<file path="src/core/tcic_consts.svh">
// Register offsets, field positions, reset values and fixed counts for the capture timer.
`ifndef TCIC_CONSTS_SVH
`define TCIC_CONSTS_SVH

// ----------------------------------------------------------------------------
// Register offsets on the 8-bit register port
// ----------------------------------------------------------------------------
`define TCIC_ADDR_W        4
`define TCIC_ADDR_CTRL_A   4'h0
`define TCIC_ADDR_CTRL_B   4'h1
`define TCIC_ADDR_CNT_LO   4'h2
`define TCIC_ADDR_CNT_HI   4'h3
`define TCIC_ADDR_CAP_LO   4'h4
`define TCIC_ADDR_CAP_HI   4'h5
`define TCIC_ADDR_CMPA_LO  4'h6
`define TCIC_ADDR_CMPA_HI  4'h7
`define TCIC_ADDR_FLAGS    4'h8
`define TCIC_ADDR_IRQ_EN   4'h9
`define TCIC_ADDR_CMP_CS   4'hA

// ----------------------------------------------------------------------------
// Field positions
// ----------------------------------------------------------------------------
`define TCIC_CA_WGM_MSB    1
`define TCIC_CB_CS_MSB     2
`define TCIC_CB_WGM_LSB    3
`define TCIC_CB_WGM_MSB    4
`define TCIC_CB_EDGE_BIT   6
`define TCIC_CB_NF_BIT     7
`define TCIC_FLAG_OVF_BIT  0
`define TCIC_FLAG_CAP_BIT  5
`define TCIC_CS_COMPARATOR_CAPTURE_SELECT_BIT   2

// ----------------------------------------------------------------------------
// Reset values and counter limits
// ----------------------------------------------------------------------------
`define TCIC_RST_BYTE      8'h00
`define TCIC_RST_WORD      16'h0000
`define TCIC_BOTTOM        16'h0000
`define TCIC_MAX           16'hFFFF
`define TCIC_TOP_8BIT      16'h00FF
`define TCIC_TOP_9BIT      16'h01FF
`define TCIC_TOP_10BIT     16'h03FF
`define TCIC_CS_STOP       3'h0
`define TCIC_NF_SAMPLES    4

`endif

</file>
<file path="src/core/tcic_pkg.sv">
// Types shared by the capture timer modules.
package tcic_pkg;

  typedef enum logic [3:0] {
    TCIC_WGM_NORMAL    = 4'h0,
    TCIC_WGM_PC8       = 4'h1,
    TCIC_WGM_PC9       = 4'h2,
    TCIC_WGM_PC10      = 4'h3,
    TCIC_WGM_CTC_CMPA  = 4'h4,
    TCIC_WGM_FAST8     = 4'h5,
    TCIC_WGM_FAST9     = 4'h6,
    TCIC_WGM_FAST10    = 4'h7,
    TCIC_WGM_PFC_CAP   = 4'h8,
    TCIC_WGM_PFC_CMPA  = 4'h9,
    TCIC_WGM_PC_CAP    = 4'hA,
    TCIC_WGM_PC_CMPA   = 4'hB,
    TCIC_WGM_CTC_CAP   = 4'hC,
    TCIC_WGM_RESERVED  = 4'hD,
    TCIC_WGM_FAST_CAP  = 4'hE,
    TCIC_WGM_FAST_CMPA = 4'hF
  } tcic_wgm_t;

endpackage

</file>
<file path="src/core/tcic_noise_filter.sv">
// Capture noise filter and edge detector on the system clock.
`timescale 1ns/10ps
`include "tcic_consts.svh"

module tcic_noise_filter
  import tcic_pkg::*;
(
  input  wire logic CLOCK,
  input  wire logic SRST,
  input  wire logic sample_in,
  input  wire logic filter_en,
  input  wire logic rise_sel,
  output logic      edge_out
);

  logic [`TCIC_NF_SAMPLES-1:0] hist_ff;
  logic                        filt_ff;
  logic                        prev_ff;

  wire all_hi   = &hist_ff;
  wire all_lo   = ~|hist_ff;
  // With the filter enabled, the filtered level moves only once the whole sample window agrees; bypassed, it follows the input.
  wire nxt_filt = filter_en ? (all_hi ? 1'b1 : (all_lo ? 1'b0 : filt_ff)) : sample_in;

  always_ff @(posedge CLOCK) begin
    if (SRST) begin
      hist_ff <= '0;
      filt_ff <= 1'b0;
      prev_ff <= 1'b0;
    end else begin
      hist_ff <= {hist_ff[`TCIC_NF_SAMPLES-2:0], sample_in};
      filt_ff <= nxt_filt;
      prev_ff <= filt_ff;
    end
  end

  assign edge_out = rise_sel ? (filt_ff & ~prev_ff) : (~filt_ff & prev_ff);
endmodule

</file>
<file path="src/core/tcic_timer.sv">
// 16-bit up/down timer with input capture behind an 8-bit register port.
//
// Operation
// - Tick source select; zero stops counter.
// - 16-bit counter clears, increments or decrements.
// - Counter low read copies high into holding.
// - Counter low write loads holding and data.
// - Software counter write beats counting.
// - Counter accessible with or without tick.
// - Four-bit mode split over both controls.
// - Overflow flag set per mode; interrupt capable.
// - Capture copies counter and sets flag together.
// - Enabled flag requests interrupt; service clears it.
// - Writing one clears capture flag.
// - Capture low read latches high byte.
// - Capture writable only when it sets top.
// - Pin triggers; comparator optional on first instance.
// - Filter needs four equal samples; edge follows.
// - Filter on system clock adds four cycles.
// - Filter enable bit in control B.
// - Capture input off in capture-top modes.
// - Software-driven pin edges also capture.
// - New capture overwrites unread capture value.
// - One shared holding byte for all words.
// - Top is fixed, capture or compare A.
`timescale 1ns/10ps
`include "tcic_consts.svh"

module tcic_timer
  import tcic_pkg::*;
#(
  parameter bit HAS_COMPARATOR = 1'b1
)(
  input  wire logic                    CLOCK,
  input  wire logic                    SRST,
  input  wire logic [`TCIC_ADDR_W-1:0] ADDR,
  input  wire logic                    WR_EN,
  input  wire logic                    RD_EN,
  input  wire logic [7:0]              WDATA,
  output logic      [7:0]              RDATA,
  input  wire logic [6:0]              TICK_IN,
  input  wire logic                    CAPTURE_INPUT_PIN,
  input  wire logic                    COMPARATOR_OUTPUT,
  output logic                         CAPTURE_IRQ,
  input  wire logic                    CAPTURE_IRQ_ACK,
  output logic                         OVERFLOW_IRQ,
  input  wire logic                    OVERFLOW_IRQ_ACK
);

  // --------------------------------------------------------------------------
  // Helper functions
  // --------------------------------------------------------------------------
  function automatic logic hit(input logic [`TCIC_ADDR_W-1:0] a,
                               input logic [`TCIC_ADDR_W-1:0] off);
    hit = (a == off);
  endfunction

  function automatic logic [15:0] mode_top(input tcic_wgm_t m,
                                           input logic [15:0] cap,
                                           input logic [15:0] cmpa);
    case (m)
      TCIC_WGM_PC8, TCIC_WGM_FAST8:   mode_top = `TCIC_TOP_8BIT;
      TCIC_WGM_PC9, TCIC_WGM_FAST9:   mode_top = `TCIC_TOP_9BIT;
      TCIC_WGM_PC10, TCIC_WGM_FAST10: mode_top = `TCIC_TOP_10BIT;
      TCIC_WGM_CTC_CMPA, TCIC_WGM_PFC_CMPA,
      TCIC_WGM_PC_CMPA, TCIC_WGM_FAST_CMPA: mode_top = cmpa;
      TCIC_WGM_PFC_CAP, TCIC_WGM_PC_CAP,
      TCIC_WGM_CTC_CAP, TCIC_WGM_FAST_CAP:  mode_top = cap;
      default:                        mode_top = `TCIC_MAX;
    endcase
  endfunction

  function automatic logic mode_dual(input tcic_wgm_t m);
    case (m)
      TCIC_WGM_PC8, TCIC_WGM_PC9, TCIC_WGM_PC10, TCIC_WGM_PFC_CAP,
      TCIC_WGM_PFC_CMPA, TCIC_WGM_PC_CAP, TCIC_WGM_PC_CMPA: mode_dual = 1'b1;
      default: mode_dual = 1'b0;
    endcase
  endfunction

  function automatic logic mode_fast(input tcic_wgm_t m);
    case (m)
      TCIC_WGM_FAST8, TCIC_WGM_FAST9, TCIC_WGM_FAST10,
      TCIC_WGM_FAST_CAP, TCIC_WGM_FAST_CMPA: mode_fast = 1'b1;
      default: mode_fast = 1'b0;
    endcase
  endfunction

  function automatic logic mode_cap_top(input tcic_wgm_t m);
    case (m)
      TCIC_WGM_PFC_CAP, TCIC_WGM_PC_CAP,
      TCIC_WGM_CTC_CAP, TCIC_WGM_FAST_CAP: mode_cap_top = 1'b1;
      default: mode_cap_top = 1'b0;
    endcase
  endfunction

  // --------------------------------------------------------------------------
  // State
  // --------------------------------------------------------------------------
  logic [1:0]  wgm_lo_ff;
  logic [1:0]  wgm_hi_ff;
  logic [2:0]  tick_sel_ff;
  logic        edge_rise_ff;
  logic        nf_en_ff;
  logic        cap_ie_ff;
  logic        ovf_ie_ff;
  logic        cmp_sel_ff;
  logic        cap_flag_ff;
  logic        ovf_flag_ff;
  logic [7:0]  hold_ff;
  logic [15:0] cnt_ff;
  logic [15:0] cap_ff;
  logic [15:0] cmpa_ff;
  logic        down_ff;
  logic [7:0]  rdata_ff;
  logic        sync1_ff;
  logic        sync2_ff;

  // --------------------------------------------------------------------------
  // Register port decode
  // --------------------------------------------------------------------------
  wire wr_ctrl_a  = WR_EN && hit(ADDR, `TCIC_ADDR_CTRL_A);
  wire wr_ctrl_b  = WR_EN && hit(ADDR, `TCIC_ADDR_CTRL_B);
  wire wr_cnt_lo  = WR_EN && hit(ADDR, `TCIC_ADDR_CNT_LO);
  wire wr_cap_lo  = WR_EN && hit(ADDR, `TCIC_ADDR_CAP_LO);
  wire wr_cmpa_lo = WR_EN && hit(ADDR, `TCIC_ADDR_CMPA_LO);
  wire wr_flags   = WR_EN && hit(ADDR, `TCIC_ADDR_FLAGS);
  wire wr_irq_en  = WR_EN && hit(ADDR, `TCIC_ADDR_IRQ_EN);
  wire wr_cmp_cs  = WR_EN && hit(ADDR, `TCIC_ADDR_CMP_CS);
  // Every high-byte location lands in the single shared holding byte.
  wire wr_hi_any  = WR_EN && (hit(ADDR, `TCIC_ADDR_CNT_HI) || hit(ADDR, `TCIC_ADDR_CAP_HI) ||
                              hit(ADDR, `TCIC_ADDR_CMPA_HI));
  wire rd_cnt_lo  = RD_EN && hit(ADDR, `TCIC_ADDR_CNT_LO);
  wire rd_cap_lo  = RD_EN && hit(ADDR, `TCIC_ADDR_CAP_LO);

  // --------------------------------------------------------------------------
  // Mode and tick selection
  // --------------------------------------------------------------------------
  wire tcic_wgm_t wgm     = tcic_wgm_t'({wgm_hi_ff, wgm_lo_ff});
  wire [15:0]     top     = mode_top(wgm, cap_ff, cmpa_ff);
  wire            dual    = mode_dual(wgm);
  wire            cap_top = mode_cap_top(wgm);
  // The prescaler lives outside; a zero select leaves the counter frozen.
  wire tick = (tick_sel_ff != `TCIC_CS_STOP) && TICK_IN[tick_sel_ff - 3'h1];
  wire at_top = (cnt_ff == top);
  wire at_bot = (cnt_ff == `TCIC_BOTTOM);

  // --------------------------------------------------------------------------
  // Counter
  // --------------------------------------------------------------------------
  wire turn_down  = dual && !down_ff && at_top;
  wire turn_up    = dual && down_ff && at_bot;
  wire go_down    = (down_ff && !turn_up) || turn_down;
  wire [15:0] cnt_step = go_down ? (cnt_ff - 16'h0001) : (cnt_ff + 16'h0001);
  wire [15:0] cnt_tick = (!dual && at_top) ? `TCIC_BOTTOM : cnt_step;
  wire ovf_cond   = dual ? at_bot : (mode_fast(wgm) ? at_top : (cnt_ff == `TCIC_MAX));
  wire count_en   = tick && !wr_cnt_lo;
  wire ovf_set    = count_en && ovf_cond;

  wire [15:0] nxt_cnt  = wr_cnt_lo ? {hold_ff, WDATA} : (count_en ? cnt_tick : cnt_ff);
  wire        nxt_down = !dual ? 1'b0 : (count_en ? go_down : down_ff);

  always_ff @(posedge CLOCK) begin
    if (SRST) begin
      cnt_ff  <= `TCIC_RST_WORD;
      down_ff <= 1'b0;
    end else begin
      cnt_ff  <= nxt_cnt;
      down_ff <= nxt_down;
    end
  end

  // --------------------------------------------------------------------------
  // Capture input path
  // --------------------------------------------------------------------------
  // Software driving the pin's port output is seen here like any other edge.
  wire cap_src = (HAS_COMPARATOR && cmp_sel_ff) ? COMPARATOR_OUTPUT : CAPTURE_INPUT_PIN;
  wire cap_edge;

  always_ff @(posedge CLOCK) begin
    if (SRST) begin
      sync1_ff <= 1'b0;
      sync2_ff <= 1'b0;
    end else begin
      sync1_ff <= cap_src;
      sync2_ff <= sync1_ff;
    end
  end

  tcic_noise_filter u_filter (
    .CLOCK     (CLOCK),
    .SRST      (SRST),
    .sample_in (sync2_ff),
    .filter_en (nf_en_ff),
    .rise_sel  (edge_rise_ff),
    .edge_out  (cap_edge)
  );

  wire cap_ev = cap_edge && !cap_top;
  // An unread value is simply replaced; there is no overrun indication.
  wire [15:0] nxt_cap = cap_ev ? cnt_ff :
                        ((wr_cap_lo && cap_top) ? {hold_ff, WDATA} : cap_ff);

  // --------------------------------------------------------------------------
  // Flags, set beats clear
  // --------------------------------------------------------------------------
  wire cap_clr = CAPTURE_IRQ_ACK || (wr_flags && WDATA[`TCIC_FLAG_CAP_BIT]);
  wire ovf_clr = OVERFLOW_IRQ_ACK || (wr_flags && WDATA[`TCIC_FLAG_OVF_BIT]);
  wire nxt_cap_flag = cap_ev || (cap_flag_ff && !cap_clr);
  wire nxt_ovf_flag = ovf_set || (ovf_flag_ff && !ovf_clr);

  // --------------------------------------------------------------------------
  // Holding byte and read data
  // --------------------------------------------------------------------------
  wire [7:0] nxt_hold = wr_hi_any ? WDATA :
                        (rd_cnt_lo ? cnt_ff[15:8] :
                        (rd_cap_lo ? cap_ff[15:8] : hold_ff));

  wire [7:0] ctrl_a_rd = {6'h00, wgm_lo_ff};
  wire [7:0] ctrl_b_rd = {nf_en_ff, edge_rise_ff, 1'b0, wgm_hi_ff, tick_sel_ff};
  wire [7:0] flags_rd  = {2'h0, cap_flag_ff, 4'h0, ovf_flag_ff};
  wire [7:0] irq_en_rd = {2'h0, cap_ie_ff, 4'h0, ovf_ie_ff};
  wire [7:0] cmp_cs_rd = {5'h00, cmp_sel_ff, 2'h0};
  // High-byte reads of counter and capture return the holding byte; compare A is direct.
  wire [7:0] rd_mux =
    hit(ADDR, `TCIC_ADDR_CTRL_A)  ? ctrl_a_rd :
    hit(ADDR, `TCIC_ADDR_CTRL_B)  ? ctrl_b_rd :
    hit(ADDR, `TCIC_ADDR_CNT_LO)  ? cnt_ff[7:0] :
    hit(ADDR, `TCIC_ADDR_CNT_HI)  ? hold_ff :
    hit(ADDR, `TCIC_ADDR_CAP_LO)  ? cap_ff[7:0] :
    hit(ADDR, `TCIC_ADDR_CAP_HI)  ? hold_ff :
    hit(ADDR, `TCIC_ADDR_CMPA_LO) ? cmpa_ff[7:0] :
    hit(ADDR, `TCIC_ADDR_CMPA_HI) ? cmpa_ff[15:8] :
    hit(ADDR, `TCIC_ADDR_FLAGS)   ? flags_rd :
    hit(ADDR, `TCIC_ADDR_IRQ_EN)  ? irq_en_rd :
    hit(ADDR, `TCIC_ADDR_CMP_CS)  ? cmp_cs_rd : `TCIC_RST_BYTE;

  // --------------------------------------------------------------------------
  // Register storage
  // --------------------------------------------------------------------------
  always_ff @(posedge CLOCK) begin
    if (SRST) begin
      wgm_lo_ff    <= 2'h0;
      wgm_hi_ff    <= 2'h0;
      tick_sel_ff  <= `TCIC_CS_STOP;
      edge_rise_ff <= 1'b0;
      nf_en_ff     <= 1'b0;
      cap_ie_ff    <= 1'b0;
      ovf_ie_ff    <= 1'b0;
      cmp_sel_ff   <= 1'b0;
    end else begin
      if (wr_ctrl_a) begin
        wgm_lo_ff <= WDATA[`TCIC_CA_WGM_MSB:0];
      end
      if (wr_ctrl_b) begin
        wgm_hi_ff    <= WDATA[`TCIC_CB_WGM_MSB:`TCIC_CB_WGM_LSB];
        tick_sel_ff  <= WDATA[`TCIC_CB_CS_MSB:0];
        edge_rise_ff <= WDATA[`TCIC_CB_EDGE_BIT];
        nf_en_ff     <= WDATA[`TCIC_CB_NF_BIT];
      end
      if (wr_irq_en) begin
        cap_ie_ff <= WDATA[`TCIC_FLAG_CAP_BIT];
        ovf_ie_ff <= WDATA[`TCIC_FLAG_OVF_BIT];
      end
      if (wr_cmp_cs) begin
        cmp_sel_ff <= HAS_COMPARATOR && WDATA[`TCIC_CS_COMPARATOR_CAPTURE_SELECT_BIT];
      end
    end
  end

  always_ff @(posedge CLOCK) begin
    if (SRST) begin
      cap_ff      <= `TCIC_RST_WORD;
      cmpa_ff     <= `TCIC_RST_WORD;
      hold_ff     <= `TCIC_RST_BYTE;
      cap_flag_ff <= 1'b0;
      ovf_flag_ff <= 1'b0;
      rdata_ff    <= `TCIC_RST_BYTE;
    end else begin
      cap_ff      <= nxt_cap;
      cmpa_ff     <= wr_cmpa_lo ? {hold_ff, WDATA} : cmpa_ff;
      hold_ff     <= nxt_hold;
      cap_flag_ff <= nxt_cap_flag;
      ovf_flag_ff <= nxt_ovf_flag;
      rdata_ff    <= RD_EN ? rd_mux : rdata_ff;
    end
  end

  assign RDATA        = rdata_ff;
  assign CAPTURE_IRQ  = cap_flag_ff && cap_ie_ff;
  assign OVERFLOW_IRQ = ovf_flag_ff && ovf_ie_ff;
endmodule

</file>
<file path="config.mk">
export PLATFORM = sky130hd
export DESIGN_NAME = tcic_timer
export DESIGN_NICKNAME = d
export VERILOG_FILES = /design/src/core/tcic_pkg.sv /design/src/core/tcic_noise_filter.sv /design/src/core/tcic_timer.sv
export VERILOG_INCLUDE_DIRS = /design/src /design/src/core
export SDC_FILE = /design/constraint.sdc
export NUM_CORES = 1
export LEC_CHECK = 0
export BUFFER_PORTS_ARGS = -buffer_cell sky130_fd_sc_hd__buf_2
export CORE_MARGIN = 5
export CORE_UTILIZATION = 40
export DETAILED_ROUTE_END_ITERATION = 16
export SYNTH_ARGS = -nofsm -noshare
export SYNTH_HDL_FRONTEND = slang
export SYNTH_SLANG_ARGS = --single-unit
</file>
<file path="constraint.sdc">
create_clock -name CLOCK -period 9.9 [get_ports CLOCK]
set_input_delay 1.485 -clock CLOCK [delete_from_list [all_inputs] [get_ports CLOCK]]
set_output_delay 1.485 -clock CLOCK [all_outputs]
set_load 0.01 [all_outputs]
</file>
[After elaboration in Yosys (flattened, before gate mapping)]
Cells that the tools add are included.
Word-level totals
  bits in registers: 87
  bits in latches: 0
  memory bits (writable): 0
  ROM bits: 0
  input bits: 27
  output and inout bits: 10
  word-level logic and storage cells: 148
  memories: 0
Operators by class
  add/subtract/negate cells: 3
  $mul: 0
  div/mod/pow operators: 0
  $lt $le $gt $ge: 1
  equality and inequality tests: 27
  shift-type cells: 0
  mux-type cells: 33
  bitwise gates (word level): 5
  reduce and logical (&&, ||, !) cells: 58
Operators by type and width (number)
  two-way mux 16 bit: 6
  two-way mux 8 bit: 11
  one-hot mux 16 bit (5 select lines): 1
  == test 4 bit, second input constant: 10
  == test 4 x 3 -> 1 bit, second input constant: 8
  logical AND 1 bit: 28
  adder 16 x 1 -> 16 bit, second input constant: 1
  == test 16 bit: 1
  == test 16 bit, second input constant: 1
  == test 4 x 2 -> 1 bit, second input constant: 4
  zero test 16 bit: 1
  subtractor 16 x 1 -> 16 bit, second input constant: 1
  two-way mux 6 bit: 2
  OR reduction 4 bit: 3
  two-way mux 1 bit: 11
  == test 4 x 1 -> 1 bit, second input constant: 2
  OR reduction 2 bit: 4
  zero test 1 bit: 7
  logical OR 1 bit: 7
  OR reduction 7 bit: 1
  nonzero test 3 bit: 2
  OR reduction 5 bit: 1
  zero test 4 bit: 1
  less-than comparator 3 x 4 -> 1 bit, second input constant: 1
  other kinds (8): 12

[Depth between registers and ports, before layout]
Gate-level depths: netlist of the first run.
  depth in word-level cells: 12
  mapped depth: 20
  gate-level depth less buffers: 18

[Hierarchy]
A second synthesis of the first run with hierarchy kept.
Second synthesis, totals
  cell total of the unflattened synthesis: 708
  area total of the unflattened synthesis: 5566.6 um^2
Modules (own cells, without submodules)
  tcic_timer: instances 1, cells each 689, area each 5361.4 um^2, sequential area each 1621.6 um^2
  tcic_noise_filter: instances 1, cells each 19, area each 205.2 um^2, sequential area each 120.1 um^2

[Worst setup path after synthesis of the first run]
Ideal clock, no wire load.
  kind: register to register
  start point: register wgm_lo_ff[1]
  end point: register cnt_ff[15]
  library setup time: 0.079 ns
  data arrival time: 4.269 ns
  required time: 9.821 ns
  path slack: 5.552 ns
  cell stages (with the launch flop): 20
  path buffers: 2
  clock period less this slack: 4.348 ns
  cells stage by stage: dfxtp_1 -> buf_2 -> or4_1 -> clkbuf_1 -> o211ai_1 -> a21oi_1 -> xnor2_1 -> nor4_1 -> nand4_2 -> o31ai_4 -> ha_1 -> o21a_1 -> o21ai_0 -> o21ai_0 -> a21oi_1 -> o21ai_0 -> a21o_1 -> a211oi_1 -> o211ai_2 -> o221ai_2
Between the ends
  longest elaborated chain between the ends: 12
  elaborated cells between the ends (all ways): 36
  classes of those cells: eq/ne: 15; mux: 6; reduce/logical: 15
Ends and longest elaborated chain
  start, declared: line tcic_timer.sv:100  | logic [1:0] wgm_lo_ff;
  start signal, assigned: line tcic_timer.sv:253  | wgm_lo_ff <= WDATA[`TCIC_CA_WGM_MSB:0];
  branches (longest 7 deep; another with one-hot mux 16 bit (5 select lines))
  logical OR 1 bit *: line tcic_timer.sv:153  | wire go_down = (down_ff && !turn_up) || turn_down;
  via go_down: line tcic_timer.sv:153
  two-way mux 16 bit *: line tcic_timer.sv:154  | wire [15:0] cnt_step = go_down ? (cnt_ff - 16'h0001) : (cnt_ff + 16'h0001);
  two-way mux 16 bit *: line tcic_timer.sv:155  | wire [15:0] cnt_tick = (!dual && at_top) ? `TCIC_BOTTOM : cnt_step;
  two-way mux 16 bit * (2 in series): line tcic_timer.sv:160  | wire [15:0] nxt_cnt = wr_cnt_lo ? {hold_ff, WDATA} : (count_en ? cnt_tick : cnt_ff);
  end signal, assigned: line tcic_timer.sv:165  | cnt_ff <= `TCIC_RST_WORD;
  end signal, assigned: line tcic_timer.sv:168  | cnt_ff <= nxt_cnt;
  end, declared: line tcic_timer.sv:111  | logic [15:0] cnt_ff;
Mark *: on every way through the listed nets, which the timed path passes. The select of a mux whose other input is x is not followed.
A chain may end at the register's enable or synchronous reset.

[Final worst setup path of the first run]
  start point: register wgm_hi_ff[1]
  end point: register cnt_ff[15]
Between the ends
  longest elaborated chain between the ends: 12
  elaborated cells between the ends (all ways): 36
  classes of those cells: eq/ne: 15; mux: 6; reduce/logical: 15
Ends and longest elaborated chain
  start, declared: line tcic_timer.sv:101  | logic [1:0] wgm_hi_ff;
  start signal, assigned: line tcic_timer.sv:256  | wgm_hi_ff <= WDATA[`TCIC_CB_WGM_MSB:`TCIC_CB_WGM_LSB];
  branches (longest 7 deep; another with one-hot mux 16 bit (5 select lines))
  logical OR 1 bit *: line tcic_timer.sv:153
  via go_down: line tcic_timer.sv:153
  two-way mux 16 bit *: line tcic_timer.sv:154
  two-way mux 16 bit *: line tcic_timer.sv:155
  two-way mux 16 bit * (2 in series): line tcic_timer.sv:160
Marked as above.

==> results.tsv, run 1 <==
stage	metric	value	unit
die	Row Count	43	
sta	unrepaired setup endpoints after global routing	false	
placed_design	# port buffers	36	
synthesis	ys flop type	dfxtp_1	
min_path	Worst Hold Path EP	u_filter.hist_ff[2]	
route	TritonRoute pass-1 iters	6	
setup_path	largest fanout on the critical path	21	
cells_and_area	fraction of layout cells with a size suffix above 1	10.41	%
synthesis	Post-synth EDFFs	0	
clocking	clk sinks	87	
grt	initial antenna violation count	0	
synthesis	top cells by area, synth	dfxtp_1 (31%), nand2_1 (8.4%), a21oi_1 (7.4%)	
die	DIE HEIGHT	128.3	microns
grt	GRT overflow	0	
route	Via density	6.223	
placed_design	dpl cell area	0.005836	sq mm
power_and_ir_drop	power per cell area	133.9	mW/mm^2
clocking	Clk Latency, worst-skew pair	360	ps
die	die span in x	128.3	microns
clocking	hold-fix buffers at CTS	0	
synthesis	Yosys cell types	65	
die	Core Area	0.01383	sq mm
clocking	Clock Pin Slew Worst Setup and Hold Paths	70	ps
synthesis	Post-Syn Nets	796	
sta	period utilization	53.31	%
cells_and_area	fin area	0.006173	sq mm
sta	fin crit period	5278	ps
setup_path	worst r2r path cells	17	
setup_path	Worst Path Required	10170	ps
min_path	Hold WC Path Type	register to register	
cells_and_area	nets	801	
cells_and_area	Layout Utilization	44.65	%
synthesis	Post-synth ARST share	0	%
route	Final ANT Viol Nets	0	
sta	clock skew	8.182	ps
clocking	Root Buffer	clkbuf_16	
clocking	CTS tree	built	
sta	final hold violation count	0	
clocking	Max H-tree Level	3	
die	die area	0.01646	sq mm
clocking	setup bufs post-CTS	0	
synthesis	YS warnings	0	
grt	first-pass GRT wire length	29770	microns
synthesis	sequential area share after synthesis	31.12	%
sta	Worst-Margin Slew	1263	ps
synthesis	register bit total from synthesis	87	
clocking	Num CTS Buffers	9	
setup_path	max incr delay on CP	720	ps
sta	Pins Over Slew Limit	0	
synthesis	Synth area leader	dfxtp_1	
setup_path	crit path cell chain	nand2b_1 -> o21ai_0 -> a21oi_1 -> o31a_1 -> nor4_1 -> nand4_2 -> o31ai_4 -> ha_1 -> o21a_1 -> o21ai_0 -> o21ai_0 -> a21oi_1 -> o21ai_0 -> a21o_1 -> a211oi_1 -> o211ai_2 -> o221ai_2	
setup_path	Worst Path Arrival	5550	ps
placed_design	placer congestion estimate	0.9314	
power_and_ir_drop	leakage power	0.002157	uW
sta	Fmax	189.5	MHz
sta	Slew HR	15.06	%
clocking	Post-CTS Resized	0	
setup_path	RR Startpoint	wgm_hi_ff[1]	
route	DR iter-0 viols	777	
synthesis	Yosys top cell area share	31.12	%
grt	vias in the first global route	5601	
cells_and_area	Area growth syn-to-layout	10.31	%
power_and_ir_drop	Peak supply drop	68.21	uV
route	routed via count	5843	
synthesis	Syn Inst Count	749	
run_status	status	complete, no violations	
setup_path	cell mode on critical path	o21ai_0	
setup_path	reg-to-reg slack, setup	4620	ps
setup_path	CP Capture Type	register	
setup_path	reg2reg end	cnt_ff[15]	
sta	Hold Slack	480.4	ps
min_path	worst hold start	u_filter.hist_ff[1]	
grt	Total GRT Usage	23.23	%
setup_path	Crit-path slowest cell	o31ai_4	
synthesis	syn avg cell area	7.472	sq um
synthesis	Post-Syn Area	0.005597	sq mm
setup_path	crit start category	register	
flow_run	max-cap violations	0	
min_path	hold depth	1	
sta	setup TNS	0	ps
grt	largest net degree at the start of global routing	90	
route	Total Wirelength	19010	microns
placed_design	hpwl dp	13310	microns
setup_path	Crit Path Class	register to register	
die	I/O pin count	37	
cells_and_area	# diodes	0	
route	drt drc	0	
die	Initial Util	40.48	%
sta	setup violators final	0	
route	WL/cell	20.24	microns
clocking	CTS max path bufs	2	
-- worst max-delay path: cells and delay by family (launching register included) --
kind	cells	cell delay, ps
fa+ha+maj	1	400
simple gates	3	1050
compound gates	13	3010
flops	1	710
-- placed cells by master, fill, tap and decap left out, types with 3 or more instances in the layout --
cell       Yosys  routed
a21oi_1       83      83
nor2b_1       10      10
clkbuf_16      0       9
buf_2          1      36
mux2i_1       11      11
nor3_1         9       9
xor2_1         6       6
a2111oi_0      3       3
o22ai_1        8       8
xnor2_1       14      14
nor4_1        14      14
or2_2          4       4
ha_1          19      19
nand2_1      125     125
buf_4          2       6
nand2b_1      12      12
a221oi_1       8       8
o31ai_1        7       7
and3_1         4       4
o211ai_1      11      11
nand4_1        8       8
inv_1         19      19
o221ai_1       6       6
o21ai_0       33      33
a21o_1         6       6
a22oi_1       20      20
nor2_1        59      59
nand3_1       36      36
o21a_1         3       3
a311oi_1       5       5
dfxtp_1       87      87
a31oi_1       17      17
o21bai_1       4       4
a211oi_1      11      11
and2_1         6       6
-- synthesized netlist by cell type (3+ instances only) --
cell type	instances
a2111oi_0	3
a211oi_1	11
a21o_1	6
a21oi_1	83
a221oi_1	8
a22oi_1	20
a311oi_1	5
a31oi_1	17
and2_1	6
and3_1	4
buf_6	3
clkbuf_1	40
dfxtp_1	87
ha_1	19
inv_1	19
mux2i_1	11
nand2_1	125
nand2b_1	12
nand3_1	36
nand4_1	8
nor2_1	59
nor2b_1	10
nor3_1	9
nor4_1	14
o211ai_1	11
o21a_1	3
o21ai_0	33
o21bai_1	4
o221ai_1	6
o22ai_1	8
o31ai_1	7
or2_2	4
xnor2_1	14
xor2_1	6
-- power by group --
| group | switching, uW | total [uW] | leakage (uW) | internal [uW] |
|---|---|---|---|---|
| registers | 9.14 | 365 | 0.000704 | 356 |
| clock network | 162 | 389 | 0.000161 | 227 |
| logic | 49.7 | 73.3 | 0.00129 | 23.6 |
-- through the flow --
stage	worst slack (ps)	std cells	power, uW
3_5_place_dp	4660	923	445.2
6_report	4622	939	826.9
2_1_floorplan	5552	749	416.8
3_3_place_gp	4828	923	443.6
4_1_cts	4621	939	830.3
5_1_grt	3983	939	851.4
-- how the worst max path moves through the flow --
| stage | start | to | slack [ps] | cells past startpoint |
|---|---|---|---|---|
| floorplan | wgm_lo_ff[1] | cnt_ff[15] | 5550 | 19 |
| global placement | wgm_hi_ff[1] | cnt_ff[15] | 4830 | 17 |
| CTS | wgm_hi_ff[1] | cnt_ff[15] | 4620 | 17 |
| detailed placement | wgm_hi_ff[1] | cnt_ff[15] | 4660 | 17 |
| finish | wgm_hi_ff[1] | cnt_ff[15] | 4620 | 17 |
| global route | wgm_hi_ff[1] | cnt_ff[15] | 3980 | 17 |
-- registers in the layout (all words and copies together), names as in the netlist, 2 cells and up --
register	count
u_filter.hist_ff	4
tick_sel_ff	3
wgm_hi_ff	2
RDATA	8
cnt_ff	16
cap_ff	16
hold_ff	8
wgm_lo_ff	2
cmpa_ff	16
-- final cells by class --
class / count / area, sq um
fillers: 1367 / 7654
clock buffers: 9 / 225.2
repair buffers: 42 / 225.2
flip-flops and latches: 87 / 1742
multi-input cells: 594 / 3568
clock inverters: 7 / 112.6
inverters: 20 / 75.07
well taps: 180 / 225.2
-- cells by family after synthesis --
family | count (synthesis) | synth area share [%]
simple gates | 299 | 24.84
buf+inv | 68 | 5.119
mux | 15 | 3.175
xor+xnor | 20 | 3.130
flops | 87 | 31.12
compound gates | 240 | 28.01
fa+ha+maj | 20 | 4.605
-- routing by layer --
| layer | wire length, microns | track usage (%) | vias up |
|---|---|---|---|
| li1 | - | - | 2738 |
| met1 | 8118 | 30.96 | 2773 |
| met2 | 8370 | 34.78 | 278 |
| met3 | 1632 | 4.167 | 54 |
| met4 | 888 | 13.98 | 0 |
| met5 | 0 | 0 | - |
(Power assumes the default switching activity.)
==> run 2: changes to the inputs <==
==> constraint.sdc (replaced) <==
create_clock -name CLOCK -period 4.82 [get_ports CLOCK]
set_input_delay 0.723 -clock CLOCK [delete_from_list [all_inputs] [get_ports CLOCK]]
set_output_delay 0.723 -clock CLOCK [all_outputs]
set_load 0.01 [all_outputs]
==> run 2 against run 1 <==
Compared with the run above: power rose by 89%; critical endpoint is now cnt_ff[14]; via count grew 0.38%; critical path type unchanged; sequential share of layout area shrank 0.24 points.
==> results.tsv, run 2 (same netlist as run 1, synthesis figures left out) <==
stage	metric	value	unit
run_status	status	complete, no violations	
power_and_ir_drop	Logic pwr share	10.1	%
flow_run	max-cap violations	0	
grt	Total GRT Usage	23.79	%
cells_and_area	number of fill cells	1403	
power_and_ir_drop	sw power	427.6	uW
power_and_ir_drop	Pwr Total	1559	uW
sta	fin crit period	4486	ps
route	TritonRoute pass-1 iters	8	
sta	Fmax	222.9	MHz
route	Via density	6.135	
sta	Pins Over Slew Limit	0	
sta	clock skew	9.036	ps
setup_path	Worst Path Required	5010	ps
grt	largest net degree at the start of global routing	54	
grt	vias in the first global route	5506	
clocking	clk sinks	87	
sta	worst setup margin	334.2	ps
route	Total Wirelength	19720	microns
sta	final hold violation count	0	
sta	Slew HR	7.522	%
cells_and_area	# diodes	0	
power_and_ir_drop	Peak supply drop	178.4	uV
power_and_ir_drop	leakage power	0.002220	uW
cells_and_area	nets	819	
setup_path	Worst Path Arrival	4670	ps
power_and_ir_drop	clock network power share	42.0	%
clocking	hold-fix buffers at CTS	0	
die	I/O pin count	37	
sta	period utilization	93.07	%
route	WL/cell	20.62	microns
clocking	CTS max path bufs	2	
route	routed via count	5865	
sta	setup violators final	0	
placed_design	placer congestion estimate	1.007	
cells_and_area	fraction of layout cells with a size suffix above 1	12.89	%
clocking	Max H-tree Level	3	
power_and_ir_drop	P_int	1132	uW
min_path	worst hold start	u_filter.hist_ff[1]	
grt	GRT overflow	0	
setup_path	reg-to-reg slack, setup	330	ps
setup_path	crit start category	register	
setup_path	CP Capture Type	register	
cells_and_area	most frequent cells in the layout	nand2_1 (125), dfxtp_1 (83), a21oi_1 (83)	
grt	first-pass GRT wire length	30490	microns
sta	Worst-Margin Slew	1382	ps
setup_path	Critical Path Start	wgm_lo_ff[1]	
min_path	Worst Hold Path EP	u_filter.hist_ff[2]	
die	DIE HEIGHT	128.3	microns
die	Row Count	43	
clocking	CTS tree	built	
clocking	Clock Pin Slew Worst Setup and Hold Paths	70	ps
power_and_ir_drop	sequential power share	47.9	%
setup_path	RR Startpoint	wgm_lo_ff[1]	
setup_path	Crit Path Class	register to register	
die	die area	0.01646	sq mm
setup_path	largest fanout on the critical path	11	
placed_design	# port buffers	36	
placed_design	placed cells	938	
placed_design	Setup WS pre-CTS	175.0	ps
cells_and_area	Area growth syn-to-layout	11.71	%
die	Initial Util	40.48	%
route	DR iter-0 viols	638	
setup_path	reg2reg end	cnt_ff[14]	
clocking	Root Buffer	clkbuf_16	
sta	unrepaired setup endpoints after global routing	false	
sta	setup TNS	0	ps
cells_and_area	largest registers	cap_ff x16, cmpa_ff x16, cnt_ff x16	
route	drt drc	0	
setup_path	worst r2r path cells	20	
clocking	Clk Latency, worst-skew pair	350	ps
die	Core Area	0.01383	sq mm
power_and_ir_drop	Net Sw Frac	27.42	%
die	die span in x	128.3	microns
clocking	Num CTS Buffers	9	
grt	initial antenna violation count	0	
route	Final ANT Viol Nets	0	
cells_and_area	most common cell after layout, fill and taps aside	nand2_1	
placed_design	hpwl dp	13890	microns
power_and_ir_drop	power per cell area	249.4	mW/mm^2
min_path	hold depth	1	
cells_and_area	fin cells	956	
min_path	Hold WC Path Type	register to register	
cells_and_area	Layout Utilization	45.22	%
==> run 2: power groups by stage <==
stage	sequential, uW	clock [uW]	combinational [uW]
final	747	654	157
after global routing	748	698	170
after CTS	747	669	154
after detailed placement	764	0	153
after global placement	764	0	151
after floorplan	758	0	98.5
==> run 2: cell type report <==
cell class	count	area (sq um)	area share (%)
clock buffers	11	232.7	3.722
multi-input cells	594	3578	57.23
repair buffers	60	360.3	5.763
inverters	20	75.07	1.201
flip-flops and latches	87	1749	27.98
well taps	180	225.2	3.602
clock inverters	4	31.28	0.5003
==> run 2: worst max path at each step <==
| stage | depth (start not counted) | slack (ps) | to |
|---|---|---|---|
| 2_1_floorplan | 19 | 470 | cnt_ff[15] |
| 3_3_place_gp | 18 | 370 | cnt_ff[14] |
| 3_5_place_dp | 18 | 180 | cnt_ff[15] |
| 4_1_cts | 18 | 130 | cnt_ff[15] |
| 5_1_grt | 19 | 50 | cnt_ff[14] |
| 6_report | 20 | 330 | cnt_ff[14] |
==> run 2: per-layer routing <==
metal	GRT usage (%)	share of wire (%)
met1	31.49	41
met2	36.59	44
met3	5.333	9.6
met4	11.36	4.7
met5	0	0
==> run 2: worst max-delay path, stage by stage, from the launching register on <==
cell      delay [ps]
dfxtp_2          380
and2b_4          300
mux2i_4          390
nand4_1          150
o31a_1           130
nor4_1           300
buf_4            180
nand4_2          150
o31ai_4          370
buf_4            200
inv_1             50
fa_1             400
nand3b_1         180
nand2_1          120
a311oi_1         140
o211ai_1         200
a31o_2           200
nand3_1           90
and3_1           200
o21ai_2          100
a31oi_1           70
==> run 2: repair_timing <==
action,in CTS,in global routing
setup buffers,0,3
gates resized for setup,0,7
setup endpoints to repair,0,6
==> run 2: metrics by stage <==
step	hold slack (ps)	cell area [sq um]
floorplan	413.8	5597
global placement	452.8	5948
detailed placement	457.8	5948
CTS	470.1	6212
global route	491.7	6252
finish	466.8	6252
